### config.mk
export PLATFORM = sky130hd
export DESIGN_NAME = cte_exec
export DESIGN_NICKNAME = d
export VERILOG_FILES = /design/src/design/cte_pkg.sv /design/src/design/cte_exec.sv
export SDC_FILE = /design/constraint.sdc
export NUM_CORES = 1
export LEC_CHECK = 0
export BUFFER_PORTS_ARGS = -buffer_cell sky130_fd_sc_hd__clkbuf_2
export CAP_MARGIN = 20
export CORE_MARGIN = 1.5
export CORE_UTILIZATION = 28
export CTS_BUF_LIST = sky130_fd_sc_hd__clkbuf_4 sky130_fd_sc_hd__clkbuf_8
export DETAILED_ROUTE_END_ITERATION = 6
export MAX_ROUTING_LAYER = met4
export PLACE_DENSITY = 0.52
export SYNTH_ARGS = -nofsm -noshare
export SYNTH_HDL_FRONTEND = slang
export SYNTH_SLANG_ARGS = --single-unit
export TNS_END_PERCENT = 1
### constraint.sdc
create_clock -name CLK_SYS_IN -period 5.4 [get_ports CLK_SYS_IN]
set_input_delay 0.27 -clock CLK_SYS_IN [delete_from_list [all_inputs] [get_ports CLK_SYS_IN]]
set_output_delay 0.27 -clock CLK_SYS_IN [all_outputs]
set_load 0.02 [all_outputs]
### src/design/cte_pkg.sv
package cte_pkg;

  // APB register byte offsets
  localparam logic [7:0] CTE_OFS_CMD    = 8'h00;
  localparam logic [7:0] CTE_OFS_STAT   = 8'h04;
  localparam logic [7:0] CTE_OFS_RIDX   = 8'h08;
  localparam logic [7:0] CTE_OFS_RDATA  = 8'h0C;
  localparam logic [7:0] CTE_OFS_ZPTR   = 8'h10;
  localparam logic [7:0] CTE_OFS_SPTR   = 8'h14;

  // Command word field positions
  localparam int CTE_CMD_OP_LSB  = 0;
  localparam int CTE_CMD_RD_LSB  = 8;
  localparam int CTE_CMD_BIT_LSB = 13;
  localparam int CTE_CMD_IOA_LSB = 16;

  // Status word field positions
  localparam int CTE_STAT_BUSY_BIT = 8;
  localparam int CTE_STAT_ILL_BIT  = 9;

  // Status register flag positions
  localparam int CTE_FLG_C = 0;
  localparam int CTE_FLG_Z = 1;
  localparam int CTE_FLG_N = 2;
  localparam int CTE_FLG_V = 3;
  localparam int CTE_FLG_S = 4;
  localparam int CTE_FLG_H = 5;
  localparam int CTE_FLG_T = 6;
  localparam int CTE_FLG_I = 7;

  // Reset values
  localparam logic [7:0]  CTE_STATUS_REGISTER_RST = 8'h00;
  localparam logic [15:0] CTE_SP_RST   = 16'h0FFF;
  localparam logic [15:0] CTE_Z_RST    = 16'h0000;
  localparam logic [7:0]  CTE_PAGE_RST = 8'h00;

  // Listed cycle counts (internal memory)
  localparam logic [2:0] CTE_CYC_ONE  = 3'h1;
  localparam logic [2:0] CTE_CYC_POP  = 3'h2;
  localparam logic [2:0] CTE_CYC_RMW  = 3'h2;
  localparam logic [2:0] CTE_CYC_PUSH = 3'h1;
  localparam logic [2:0] CTE_SRAM_EXTRA = 3'h1;
  localparam logic [15:0] CTE_Z_STEP  = 16'h0002;

  typedef enum logic [4:0] {
    CTE_OP_NOP   = 5'h00, CTE_OP_PMST  = 5'h01, CTE_OP_IN    = 5'h02,
    CTE_OP_OUT   = 5'h03, CTE_OP_PUSH  = 5'h04, CTE_OP_POP   = 5'h05,
    CTE_OP_XCH   = 5'h06, CTE_OP_LAS   = 5'h07, CTE_OP_LAC   = 5'h08,
    CTE_OP_LAT   = 5'h09, CTE_OP_SHL   = 5'h0A, CTE_OP_SHR   = 5'h0B,
    CTE_OP_RTL   = 5'h0C, CTE_OP_RTR   = 5'h0D, CTE_OP_ASHR  = 5'h0E,
    CTE_OP_SWAP  = 5'h0F, CTE_OP_FSET  = 5'h10, CTE_OP_FCLR  = 5'h11,
    CTE_OP_IOSET = 5'h12, CTE_OP_IOCLR = 5'h13, CTE_OP_TST   = 5'h14,
    CTE_OP_TLD   = 5'h15, CTE_OP_BRK   = 5'h16, CTE_OP_SLP   = 5'h17,
    CTE_OP_WDOG  = 5'h18
  } cte_op_t;

  typedef enum logic [0:0] {
    CTE_ST_IDLE = 1'b0,
    CTE_ST_EXEC = 1'b1
  } cte_state_t;

endpackage

### src/design/cte_exec.sv
`timescale 1ns/10ps
// Overview of operation
// - Store R1:R0 at page:Z, Z plus two
// - I/O read into register, one cycle
// - Push stores register, one listed cycle
// - Pop loads register, two listed cycles
// - Exchange register with memory at Z
// - Load-and-set: ORed value written back
// - Load-and-clear: memory AND NOT register
// - Load-and-toggle: XORed value written back
// - Rotate left through carry, five flags
// - Rotate right through carry, four flags
// - Arithmetic shift right keeps bit seven
// - I/O bit set, others unchanged
// - I/O bit clear, others unchanged
// - Register bit copied into T
// - T copied into register bit
// - Set or clear single status flag
// - Global interrupt flag set or clear
// - Sleep pulse issued in one cycle
// - Watchdog restart pulse in one cycle
// - Break pulse in one cycle
// - Internal SRAM adds one extra cycle
module cte_exec #(
  parameter logic [2:0] SRAM_EXTRA_CYC = cte_pkg::CTE_SRAM_EXTRA
) (
  input  wire logic        CLK_SYS_IN,
  input  wire logic        RST_B_IN,
  input  wire logic        PSEL_IN,
  input  wire logic        PENABLE_IN,
  input  wire logic        PWRITE_IN,
  input  wire logic [7:0]  PADDR_IN,
  input  wire logic [31:0] PWDATA_IN,
  output logic      [31:0] PRDATA_OUT,
  output logic             PREADY_OUT,
  output logic             PSLVERR_OUT,
  output logic      [15:0] DM_ADDR_OUT,
  output logic      [7:0]  DM_WDATA_OUT,
  output logic             DM_WE_OUT,
  output logic             DM_RE_OUT,
  input  wire logic [7:0]  DM_RDATA_IN,
  output logic      [5:0]  IO_ADDR_OUT,
  output logic      [7:0]  IO_WDATA_OUT,
  output logic             IO_WE_OUT,
  output logic             IO_RE_OUT,
  input  wire logic [7:0]  IO_RDATA_IN,
  output logic      [23:0] PM_ADDR_OUT,
  output logic      [15:0] PM_DATA_OUT,
  output logic             PM_WE_OUT,
  output logic             SLEEP_OUT,
  output logic             WDOG_RESTART_OUT,
  output logic             BREAK_OUT,
  output logic             BUSY_OUT
);
  import cte_pkg::*;

  cte_state_t  state_r;
  cte_op_t     op_r;
  logic [4:0]  rd_r;
  logic [2:0]  bit_r;
  logic [5:0]  ioa_r;
  logic [2:0]  cnt_r;
  logic        first_r;
  logic        re_d_r;
  logic [7:0]  mem_lat_r;
  logic [7:0]  status_register_r;
  logic [15:0] z_r;
  logic [7:0]  page_r;
  logic [15:0] sp_r;
  logic [4:0]  ridx_r;
  logic        ill_r;
  logic [31:0] prdata_r;
  logic [7:0]  regs_r [32];

  // APB decode; zero wait states, so every access completes in its first access cycle
  wire         apb_setup = PSEL_IN & ~PENABLE_IN;
  wire         apb_wr    = PSEL_IN & PENABLE_IN & PWRITE_IN;
  wire         hit_cmd   = (PADDR_IN == CTE_OFS_CMD);
  wire         hit_stat  = (PADDR_IN == CTE_OFS_STAT);
  wire         hit_ridx  = (PADDR_IN == CTE_OFS_RIDX);
  wire         hit_rdat  = (PADDR_IN == CTE_OFS_RDATA);
  wire         hit_z     = (PADDR_IN == CTE_OFS_ZPTR);
  wire         hit_sp    = (PADDR_IN == CTE_OFS_SPTR);
  wire         hit_any   = hit_cmd | hit_stat | hit_ridx | hit_rdat | hit_z | hit_sp;
  wire         busy      = (state_r == CTE_ST_EXEC);
  // Writes that would disturb a running instruction are refused with an error
  wire         wr_block  = busy & (hit_cmd | hit_stat | hit_rdat | hit_z | hit_sp);
  wire         wr_ok     = apb_wr & hit_any & ~wr_block;

  // Command fields
  wire [4:0]   cmd_op    = PWDATA_IN[CTE_CMD_OP_LSB +: 5];
  wire         cmd_legal = (cmd_op <= CTE_OP_WDOG);
  wire         issue     = wr_ok & hit_cmd;

  // Cycle count per opcode; push, pop and the read-modify-write ops pay the SRAM surcharge
  // SRAM extra cycle
  wire         c_push    = (cmd_op == CTE_OP_PUSH);
  wire         c_pop     = (cmd_op == CTE_OP_POP);
  wire         c_rmw     = (cmd_op >= CTE_OP_XCH) && (cmd_op <= CTE_OP_LAT);
  wire [2:0]   cyc_cmd   = c_push ? CTE_CYC_PUSH + SRAM_EXTRA_CYC :
                           c_pop  ? CTE_CYC_POP  + SRAM_EXTRA_CYC :
                           c_rmw  ? CTE_CYC_RMW  + SRAM_EXTRA_CYC : CTE_CYC_ONE;

  // Operands of the executing instruction
  wire         last      = busy & (cnt_r == 3'h0);
  wire [7:0]   rv        = regs_r[rd_r];
  wire [7:0]   bmask     = 8'h01 << bit_r;
  wire [7:0]   mem_byte  = re_d_r ? DM_RDATA_IN : mem_lat_r;
  wire         is_rmw    = (op_r == CTE_OP_XCH) | (op_r == CTE_OP_LAS) |
                           (op_r == CTE_OP_LAC) | (op_r == CTE_OP_LAT);
  wire         is_pop    = (op_r == CTE_OP_POP);
  wire         is_push   = (op_r == CTE_OP_PUSH);
  wire         cin       = status_register_r[CTE_FLG_C];

  // Shift and rotate results
  // logical shifts
  wire [7:0]   shl_res   = {rv[6:0], 1'b0};
  wire [7:0]   shr_res   = {1'b0, rv[7:1]};
  wire [7:0]   rtl_res   = {rv[6:0], cin};
  wire [7:0]   rtr_res   = {cin, rv[7:1]};
  wire [7:0]   ashr_res  = {rv[7], rv[7:1]};
  wire         sh_left   = (op_r == CTE_OP_SHL) | (op_r == CTE_OP_RTL);
  wire         sh_any    = sh_left | (op_r == CTE_OP_SHR) | (op_r == CTE_OP_RTR) | (op_r == CTE_OP_ASHR);
  wire [7:0]   sh_res    = (op_r == CTE_OP_SHL) ? shl_res :
                           (op_r == CTE_OP_SHR) ? shr_res :
                           (op_r == CTE_OP_RTL) ? rtl_res :
                           (op_r == CTE_OP_RTR) ? rtr_res : ashr_res;
  wire         sh_c      = sh_left ? rv[7] : rv[0];
  wire         sh_n      = sh_res[7];
  wire         sh_v      = sh_n ^ sh_c;
  wire         sh_z      = (sh_res == 8'h00);

  // Memory write-back values for the read-modify-write family
  // exchange writes register
  wire [7:0]   rmw_val   = (op_r == CTE_OP_LAS) ? (rv | mem_byte) :
                           (op_r == CTE_OP_LAC) ? (mem_byte & ~rv) :
                           (op_r == CTE_OP_LAT) ? (rv ^ mem_byte) : rv;

  // Data memory port; the read goes out in the first cycle, the write in the last
  // push write
  wire [15:0]  sp_inc    = sp_r + 16'h0001;
  assign DM_ADDR_OUT  = is_pop ? sp_inc : is_push ? sp_r : z_r;
  assign DM_RE_OUT    = busy & first_r & (is_pop | is_rmw);
  assign DM_WE_OUT    = last & (is_push | is_rmw);
  assign DM_WDATA_OUT = is_push ? rv : rmw_val;

  // I/O port; bit ops read and write back in the same cycle, relying on a combinational read path
  // bit set
  wire         io_bitop  = (op_r == CTE_OP_IOSET) | (op_r == CTE_OP_IOCLR);
  assign IO_ADDR_OUT  = ioa_r;
  assign IO_RE_OUT    = last & ((op_r == CTE_OP_IN) | io_bitop);
  assign IO_WE_OUT    = last & ((op_r == CTE_OP_OUT) | io_bitop);
  assign IO_WDATA_OUT = (op_r == CTE_OP_IOSET) ? (IO_RDATA_IN | bmask) :
                        (op_r == CTE_OP_IOCLR) ? (IO_RDATA_IN & ~bmask) : rv;

  // Program memory store at the extended pointer
  // store pair
  assign PM_ADDR_OUT  = {page_r, z_r};
  assign PM_DATA_OUT  = {regs_r[1], regs_r[0]};
  assign PM_WE_OUT    = last & (op_r == CTE_OP_PMST);

  // Control pulses towards sleep, watchdog and debug units
  // sleep pulse
  assign SLEEP_OUT        = last & (op_r == CTE_OP_SLP);
  assign WDOG_RESTART_OUT = last & (op_r == CTE_OP_WDOG);
  assign BREAK_OUT        = last & (op_r == CTE_OP_BRK);
  assign BUSY_OUT         = busy;

  // Destination register result; the flag-free ops leave status_register alone
  // I/O read
  wire         rf_wr     = last & (sh_any | is_pop | is_rmw | (op_r == CTE_OP_IN) |
                                   (op_r == CTE_OP_TLD) | (op_r == CTE_OP_SWAP));
  wire [7:0]   rf_val    = sh_any ? sh_res :
                           (is_pop | is_rmw) ? mem_byte :
                           (op_r == CTE_OP_IN) ? IO_RDATA_IN :
                           (op_r == CTE_OP_TLD) ? ((rv & ~bmask) | (status_register_r[CTE_FLG_T] ? bmask : 8'h00)) :
                           {rv[3:0], rv[7:4]};

  // Status register next value
  logic [7:0] status_register_nxt;
  always_comb begin
    status_register_nxt = status_register_r;
    if (wr_ok & hit_stat) begin
      status_register_nxt = PWDATA_IN[7:0];
    end else if (last) begin
      unique case (op_r)
        CTE_OP_SHL, CTE_OP_SHR, CTE_OP_RTL, CTE_OP_RTR, CTE_OP_ASHR: begin
          status_register_nxt[CTE_FLG_C] = sh_c;
          status_register_nxt[CTE_FLG_Z] = sh_z;
          status_register_nxt[CTE_FLG_N] = sh_n;
          status_register_nxt[CTE_FLG_V] = sh_v;
          // Sign flag is not among the flags a shift touches, so it is kept
          if (sh_left) begin
            status_register_nxt[CTE_FLG_H] = rv[3];
          end
        end
        CTE_OP_FSET: status_register_nxt[bit_r] = 1'b1;
        CTE_OP_FCLR: status_register_nxt[bit_r] = 1'b0;
        CTE_OP_TST:  status_register_nxt[CTE_FLG_T] = rv[bit_r];
        default:     status_register_nxt = status_register_r;
      endcase
    end
  end

  // Sequencer: load count on issue, count down, return to idle after the last cycle
  always_ff @(posedge CLK_SYS_IN or negedge RST_B_IN) begin
    if (!RST_B_IN) begin
      state_r <= CTE_ST_IDLE;
      cnt_r   <= 3'h0;
      first_r <= 1'b0;
      op_r    <= CTE_OP_NOP;
    end else if (issue & cmd_legal) begin
      state_r <= CTE_ST_EXEC;
      cnt_r   <= cyc_cmd - 3'h1;
      first_r <= 1'b1;
      op_r    <= cte_op_t'(cmd_op);
    end else if (busy) begin
      state_r <= last ? CTE_ST_IDLE : CTE_ST_EXEC;
      cnt_r   <= last ? 3'h0 : cnt_r - 3'h1;
      first_r <= 1'b0;
    end
  end

  // Operand fields and memory read capture
  always_ff @(posedge CLK_SYS_IN or negedge RST_B_IN) begin
    if (!RST_B_IN) begin
      rd_r      <= 5'h00;
      bit_r     <= 3'h0;
      ioa_r     <= 6'h00;
      re_d_r    <= 1'b0;
      mem_lat_r <= 8'h00;
    end else begin
      if (issue) begin
        rd_r  <= PWDATA_IN[CTE_CMD_RD_LSB +: 5];
        bit_r <= PWDATA_IN[CTE_CMD_BIT_LSB +: 3];
        ioa_r <= PWDATA_IN[CTE_CMD_IOA_LSB +: 6];
      end
      re_d_r <= DM_RE_OUT;
      if (re_d_r) begin
        mem_lat_r <= DM_RDATA_IN;
      end
    end
  end

  // Pointers, status and software-visible bookkeeping
  // Z plus two
  always_ff @(posedge CLK_SYS_IN or negedge RST_B_IN) begin
    if (!RST_B_IN) begin
      status_register_r <= CTE_STATUS_REGISTER_RST;
      z_r    <= CTE_Z_RST;
      page_r <= CTE_PAGE_RST;
      sp_r   <= CTE_SP_RST;
      ridx_r <= 5'h00;
      ill_r  <= 1'b0;
    end else begin
      status_register_r <= status_register_nxt;
      if (wr_ok & hit_z) begin
        z_r    <= PWDATA_IN[15:0];
        page_r <= PWDATA_IN[23:16];
      end else if (last & (op_r == CTE_OP_PMST)) begin
        z_r <= z_r + CTE_Z_STEP;
      end
      if (wr_ok & hit_sp) begin
        sp_r <= PWDATA_IN[15:0];
      end else if (last & is_push) begin
        sp_r <= sp_r - 16'h0001;
      end else if (last & is_pop) begin
        sp_r <= sp_inc;
      end
      if (wr_ok & hit_ridx) begin
        ridx_r <= PWDATA_IN[4:0];
      end
      // Illegal opcode flag sticks until a legal command is issued
      if (issue) begin
        ill_r <= ~cmd_legal;
      end
    end
  end

  // Register file, one entry per generate step; the instruction result wins over software
  for (genvar g = 0; g < 32; g++) begin : g_rf
    always_ff @(posedge CLK_SYS_IN or negedge RST_B_IN) begin
      if (!RST_B_IN) begin
        regs_r[g] <= 8'h00;
      end else if (rf_wr && (rd_r == 5'(g))) begin
        regs_r[g] <= rf_val;
      end else if (wr_ok && hit_rdat && (ridx_r == 5'(g))) begin
        regs_r[g] <= PWDATA_IN[7:0];
      end
    end
  end

  // Read data is captured in the setup cycle and held through the access cycle
  wire [31:0] rd_mux = hit_cmd  ? {10'h000, ioa_r, bit_r, rd_r, 3'h0, op_r} :
                       hit_stat ? {22'h000000, ill_r, busy, status_register_r} :
                       hit_ridx ? {27'h0000000, ridx_r} :
                       hit_rdat ? {24'h000000, regs_r[ridx_r]} :
                       hit_z    ? {8'h00, page_r, z_r} :
                       hit_sp   ? {16'h0000, sp_r} : 32'h00000000;
  always_ff @(posedge CLK_SYS_IN or negedge RST_B_IN) begin
    if (!RST_B_IN) begin
      prdata_r <= 32'h00000000;
    end else if (apb_setup) begin
      prdata_r <= rd_mux;
    end
  end

  assign PRDATA_OUT  = prdata_r;
  assign PREADY_OUT  = 1'b1;
  assign PSLVERR_OUT = PSEL_IN & PENABLE_IN & (~hit_any | (PWRITE_IN & wr_block));
endmodule

======== After elaboration in Yosys (flattened, before gate mapping) ========
Index checks and enable logic that the tools add are counted.
W data, S select, Z words.
cells by class
  shift operators ......................... 1
  bitwise logic cells ..................... 72
  equal/unequal tests ..................... 94
  $lt $le $gt $ge ......................... 7
  add/subtract/negate cells ............... 5
  mux-type cells .......................... 123
  reduce and logical (&&, ||, !) cells .... 116
operators by type and width
  kind                     count
  $mux W8                  86
  $eq A5 B5 Y1 const B     41
  $mux W16                 8
  $eq A5 B4 Y1 const B     24
  $mux W24                 5
  $bmux W8 S5              2
  $eq A5 B3 Y1 const B     14
  $reduce_bool A2 Y1       35
  $logic_and A1 B1 Y1      67
  $and A8 B8 Y8            4
  $or A8 B8 Y8             4
  $eq A5 B2 Y1 const B     6
  $and A1 B1 Y1            27
  $or A1 B1 Y1             26
  $not A8 Y8               3
  $add A16 B1 Y16 const B  1
  $add A16 B2 Y16 const B  1
  $eq A8 B4 Y1 const B     2
  $eq A8 B5 Y1 const B     2
  $logic_not A8 Y1         2
  $sub A16 B1 Y16 const B  1
  $eq A5 B1 Y1 const B     3
  $ge A6 B6 Y1 const B     2
  $not A5 Y6               2
  28 further kinds         50
storage, ports and cells
  output and inout bits ................... 121
  bits of input ports ..................... 61
  register bits ........................... 375

======== Depth between registers and ports, before layout ========
  depth in word-level cells ............... 13
  depth in mapped cells ................... 13
  depth with buffers taken out ............ 10

======== Worst setup path before layout ========
Ideal clock, no wire load.
  path type ............................... reg2reg
  from .................................... register rd_r[1]
  to ...................................... register regs_r (netlist bit PM_DATA_OUT[15])
  arrival time ............................ 3.088 ns
  setup time .............................. 0.133 ns
  cell stages (with the launch flop) ...... 13
  path buffers ............................ 5
  slack ................................... 2.179 ns
  path through ............................ dfrtp_1 > buf_2 > buf_2 > buf_2 > buf_2 > mux2_2 > nand3_1 > o2111ai_1 > o21ai_2 > nor2_1 > a2111oi_2 > clkbuf_1 > o21ai_0
on the way
  word-level cells in the longest chain between the ends .. 11
ends and longest elaborated chain
  element                                      RTL line         text
  start, declared                              cte_exec.sv:59   logic [4:0] rd_r;
  start signal, assigned                       cte_exec.sv:234  rd_r <= PWDATA_IN[CTE_CMD_RD_LSB +: 5];
  $not A5 Y6 (implied by the code)             cte_exec.sv:106  wire [7:0] rv = regs_r[rd_r];
  $bmux W8 S5                                  cte_exec.sv:106
  $mux W8 (implied by the code) (2 in series)  cte_exec.sv:106
  $and A8 B8 Y8                                cte_exec.sv:176  (op_r == CTE_OP_TLD) ? ((rv & ~bmask) | (status_register_r[CTE_FLG_T] ? bmask : 8'h00)) :
  $or A8 B8 Y8                                 cte_exec.sv:176
  $mux W8                                      cte_exec.sv:176
  $mux W8                                      cte_exec.sv:175  (op_r == CTE_OP_IN) ? IO_RDATA_IN :
  $mux W8                                      cte_exec.sv:174  (is_pop | is_rmw) ? mem_byte :
  $mux W8                                      cte_exec.sv:173  wire [7:0] rf_val = sh_any ? sh_res :
  $mux W8                                      cte_exec.sv:285  end else if (rf_wr && (rd_r == 5'(g))) begin
  end signal, assigned by index                cte_exec.sv:286  regs_r[g] <= rf_val;
  end signal, assigned by index                cte_exec.sv:288  regs_r[g] <= PWDATA_IN[7:0];
  end, declared                                cte_exec.sv:73   logic [7:0] regs_r [32];
Several ways; a longest one is shown, not always the timed one. The select of a mux whose other input is x is not followed.
A chain may end at the register's enable or synchronous reset.

======== Final worst setup path ========
  from .................................... register rd_r[1]
  to ...................................... output DM_WDATA_OUT[4]
on the way
  word-level cells in the longest chain between the ends .. 9
ends and longest elaborated chain
  element                                             RTL line                          text
  $not A5 Y6 (implied by the code) *                  cte_exec.sv:106
  $bmux W8 S5 *                                       cte_exec.sv:106
  $mux W8 (implied by the code) * (2 in series)       cte_exec.sv:106
  $xor A8 B8 Y8 / $not A8 Y8 (equally long branches)  cte_exec.sv:137, cte_exec.sv:136
  $mux W8 / $and A8 B8 Y8 (equally long branches)     cte_exec.sv:137, cte_exec.sv:136
  $mux W8                                             cte_exec.sv:136                   (op_r == CTE_OP_LAC) ? (mem_byte & ~rv) :
  $mux W8                                             cte_exec.sv:135                   wire [7:0] rmw_val = (op_r == CTE_OP_LAS) ? (rv | mem_byte) :
  $mux W8 *                                           cte_exec.sv:145                   assign DM_WDATA_OUT = is_push ? rv : rmw_val;
  end, declared                                       cte_exec.sv:38                    output logic [7:0] DM_WDATA_OUT,
Mark *: on every way between the ends. The rest lies on a longest branch, timed or not. The select of a mux whose other input is x is not followed.

==> metrics.txt <==
CTS tree built; logic depth of the worst register-to-register path 9; area of the core 0.0838 mm²; number of distinct standard cells referenced by the synthesized netlist 82; synthesized area per cell 9.98 µm²; reg2reg setup slack 0.77 ns; critical path launch point rd_r[1]; maximum number of pins on one net before global-route repair 135; highest fanout seen on the critical path 31; class of the most critical setup path reg2out; endpoint arrival time on the critical path 4.93 ns; CP required 5.13 ns; total CTS buffers 68; fraction of the cycle the final worst path needs 0.962; violated checks design-rule violations; area occupied by registers 0.00921 mm²; DR WL/cell 25.5 µm; WL final 93.7 mm; flop and latch count out of synthesis 367; # clock sinks 367; via count 21100; sequential share of the synthesized area 0.387; slew margin rel. 0.197; Yosys warnings 0; quantity of hold-fixing buffers added after cts 25; placed cell areas 0.0257 mm²; antenna violations before repair 3; starting density of the core 0.284; Worst Setup Start Kind flip-flop; setup fix buffers added after clock tree synthesis 0; Primary FF master, synth sky130_fd_sc_hd__dfrtp_1; Root Buffer sky130_fd_sc_hd__clkbuf_8; via count of the first global-routing pass 20700; outcome finished with violations; peak clock frequency supported by timing 192 MHz; power per cell area 228 mW/mm²; proportion of register bits with asynchronous set or reset after synthesis 1.00; Max-cap violations 0; number of failing setup endpoints in the final timing report 0; total global routing overflow 0; Core Rows 106; highest ir drop seen on vdd 0.000137 V; GR Util All Layers 0.220; number of flops mapped to enable cells by yosys 0; Synth Instances 2383; leakage 11.5 nW; Port Buffer Count 164; first-pass GRT wire length 140 mm; first-iteration detailed-routing DRC count 2444; Fin Clk Skew 0.0488 ns; Total Negative Setup Slacks 0 ns; count of antenna-violating nets left after detailed routing 0; HPWL after DPL 64.0 mm; die outline area 0.0867 mm²; endpoint of the most critical setup path DM_WDATA_OUT[4]; fraction of layout instances using a drive strength above 1 0.276; Chip Width 294 µm; end of the worst register-to-register path regs_r[72]; count of final max-slew check failures 0; insertion delay of the later-clocked pin in the worst-skew pair 0.67 ns; First-pass DRT Iterations 7; Top Ports 182; number of remaining DRC errors 1; die span in y 294 µm; reg2reg start rd_r[1]; RSZ-0062 raised after global routing no; summed instance area of the synthesized netlist 0.0238 mm²; fill count 8576; clock-pin slew reported for the worst setup and hold paths after clock tree synthesis 0.06 ns; count of endpoints failing hold in the final timing report 0; area used by multi-input combinational logic 0.0135 mm²; H-Tree Level Count 3; Layout Area Growth over Synthesis 15.2%; worst-case clock buffer depth 3; # resized after CTS 0; post-route cell area 0.0274 mm²; worst min-delay path category in2reg; average via count per standard cell 5.74; Final #Nets 2571; slew at the pin with the worst max-slew slack 1.20 ns; category of the worst setup path capture point primary output; clock period minus worst slack 5.20 ns; GP Congestion 0.950
-- flip-flops by register name, indices dropped and copies added (netlist names), 6 cells and up, named ones only --
signal	flops
regs_r	240
PRDATA_OUT	24
PM_DATA_OUT	16
sp_r	16
z_r	16
mem_lat_r	8
page_r	8
IO_ADDR_OUT	6
status_register_r	6
-- cell usage in the layout (no fill, tap or decap), drive strengths merged, types with 43 or more instances in the layout --
cell type,count
a21oi,198
buf,78
clkbuf,262
nand3,43
o21ai,196
mux2,147
a22oi,131
nor2,215
nand2,191
dfrtp,355
mux2i,114
mux4,130
-- cells in the mapped netlist (17+ instances only) --
library cell / number / share of area
sky130_fd_sc_hd__dfrtp_1: 355 / 0.37
sky130_fd_sc_hd__nor2_1: 209 / 0.033
sky130_fd_sc_hd__a21oi_1: 198 / 0.042
sky130_fd_sc_hd__o21ai_0: 194 / 0.041
sky130_fd_sc_hd__nand2_1: 191 / 0.030
sky130_fd_sc_hd__clkbuf_1: 170 / 0.027
sky130_fd_sc_hd__mux2_2: 139 / 0.066
sky130_fd_sc_hd__a22oi_1: 131 / 0.041
sky130_fd_sc_hd__mux4_2: 130 / 0.12
sky130_fd_sc_hd__mux2i_1: 114 / 0.048
sky130_fd_sc_hd__nand3_1: 43 / 0.0090
sky130_fd_sc_hd__nor2b_1: 37 / 0.0097
sky130_fd_sc_hd__nor3_1: 27 / 0.0057
sky130_fd_sc_hd__a211oi_1: 26 / 0.0082
sky130_fd_sc_hd__buf_4: 25 / 0.0079
sky130_fd_sc_hd__inv_1: 23 / 0.0036
sky130_fd_sc_hd__buf_1: 22 / 0.0035
sky130_fd_sc_hd__ha_1: 21 / 0.011
sky130_fd_sc_hd__o211ai_1: 20 / 0.0063
sky130_fd_sc_hd__buf_2: 17 / 0.0036
sky130_fd_sc_hd__nand2b_1: 17 / 0.0045
-- kinds of logic (layout without fill, tap and decap cells) --
family	count (synthesis)	after routing	synth area share
fa+ha+maj	21	21	0.0110
compound gates	696	696	0.184
other cells	2	12	0.000316
mux	391	391	0.242
buf+inv	262	404	0.0469
flops	367	367	0.387
xor+xnor	13	13	0.00479
simple gates	631	631	0.124
-- critical path, cell delays in order (launching register included) --
cell,delay [ns]
sky130_fd_sc_hd__dfrtp_4,0.85
sky130_fd_sc_hd__buf_12,0.31
sky130_fd_sc_hd__mux4_2,0.52
sky130_fd_sc_hd__a22o_1,0.24
sky130_fd_sc_hd__a2111oi_1,1.00
sky130_fd_sc_hd__a31o_2,0.43
sky130_fd_sc_hd__ha_1,0.30
sky130_fd_sc_hd__nand2_1,0.07
sky130_fd_sc_hd__o211ai_1,0.09
sky130_fd_sc_hd__o21ai_0,0.11
sky130_fd_sc_hd__mux2i_1,0.11
sky130_fd_sc_hd__clkbuf_2,0.19
-- report_power, final --
group	total [mW]	switching [mW]	internal [mW]
combinational	0.543	0.387	0.156
clock	2.88	1.28	1.60
sequential	2.81	0.0410	2.77
total	6.23	1.70	4.53
-- layout make-up --
type | count | share of cell area
Timing Repair Buffer | 266 | 0.0631
Sequential cell | 367 | 0.336
Clock inverter | 14 | 0.00589
Antenna cell | 3 | 0.000274
Clock buffer | 99 | 0.0450
Inverter | 25 | 0.00343
Tap cell | 1134 | 0.0518
Multi-Input combinational cell | 1761 | 0.494
-- worst min path at each step --
stage	end	cells after the start	startpoint
global placement	BUSY_OUT	1	RST_B_IN
floorplan	BUSY_OUT	0	RST_B_IN
finish	op_r[2]	4	PWDATA_IN[2]
CTS	PRDATA_OUT[8]	4	PADDR_IN[5]
detailed placement	BUSY_OUT	1	RST_B_IN
global route	PRDATA_OUT[8]	4	PADDR_IN[5]
-- per-stage QoR --
step	utilization	hold slack [ns]	setup slack [ns]	std cells	total power, mW
after global routing	0.327	0.191	0.127	3669	6.47
after global placement	0.306	0.442	0.929	3517	3.38
after detailed placement	0.306	0.444	0.959	3522	3.38
final	0.327	0.197	0.203	3669	6.23
after CTS	0.326	0.103	0.222	3660	6.30
after floorplan	-	-0.0256	2.18	2390	3.13
-- layer usage --
metal,GRT usage,share of wire,up-vias
met1,0.284,0.42,10700
li1,-,-,9123
met5,-,0,-
met2,0.347,0.47,1073
met4,0.0823,0.034,0
met3,0.0353,0.075,168
No activity file was read; power rests on OpenSTA's default activity.
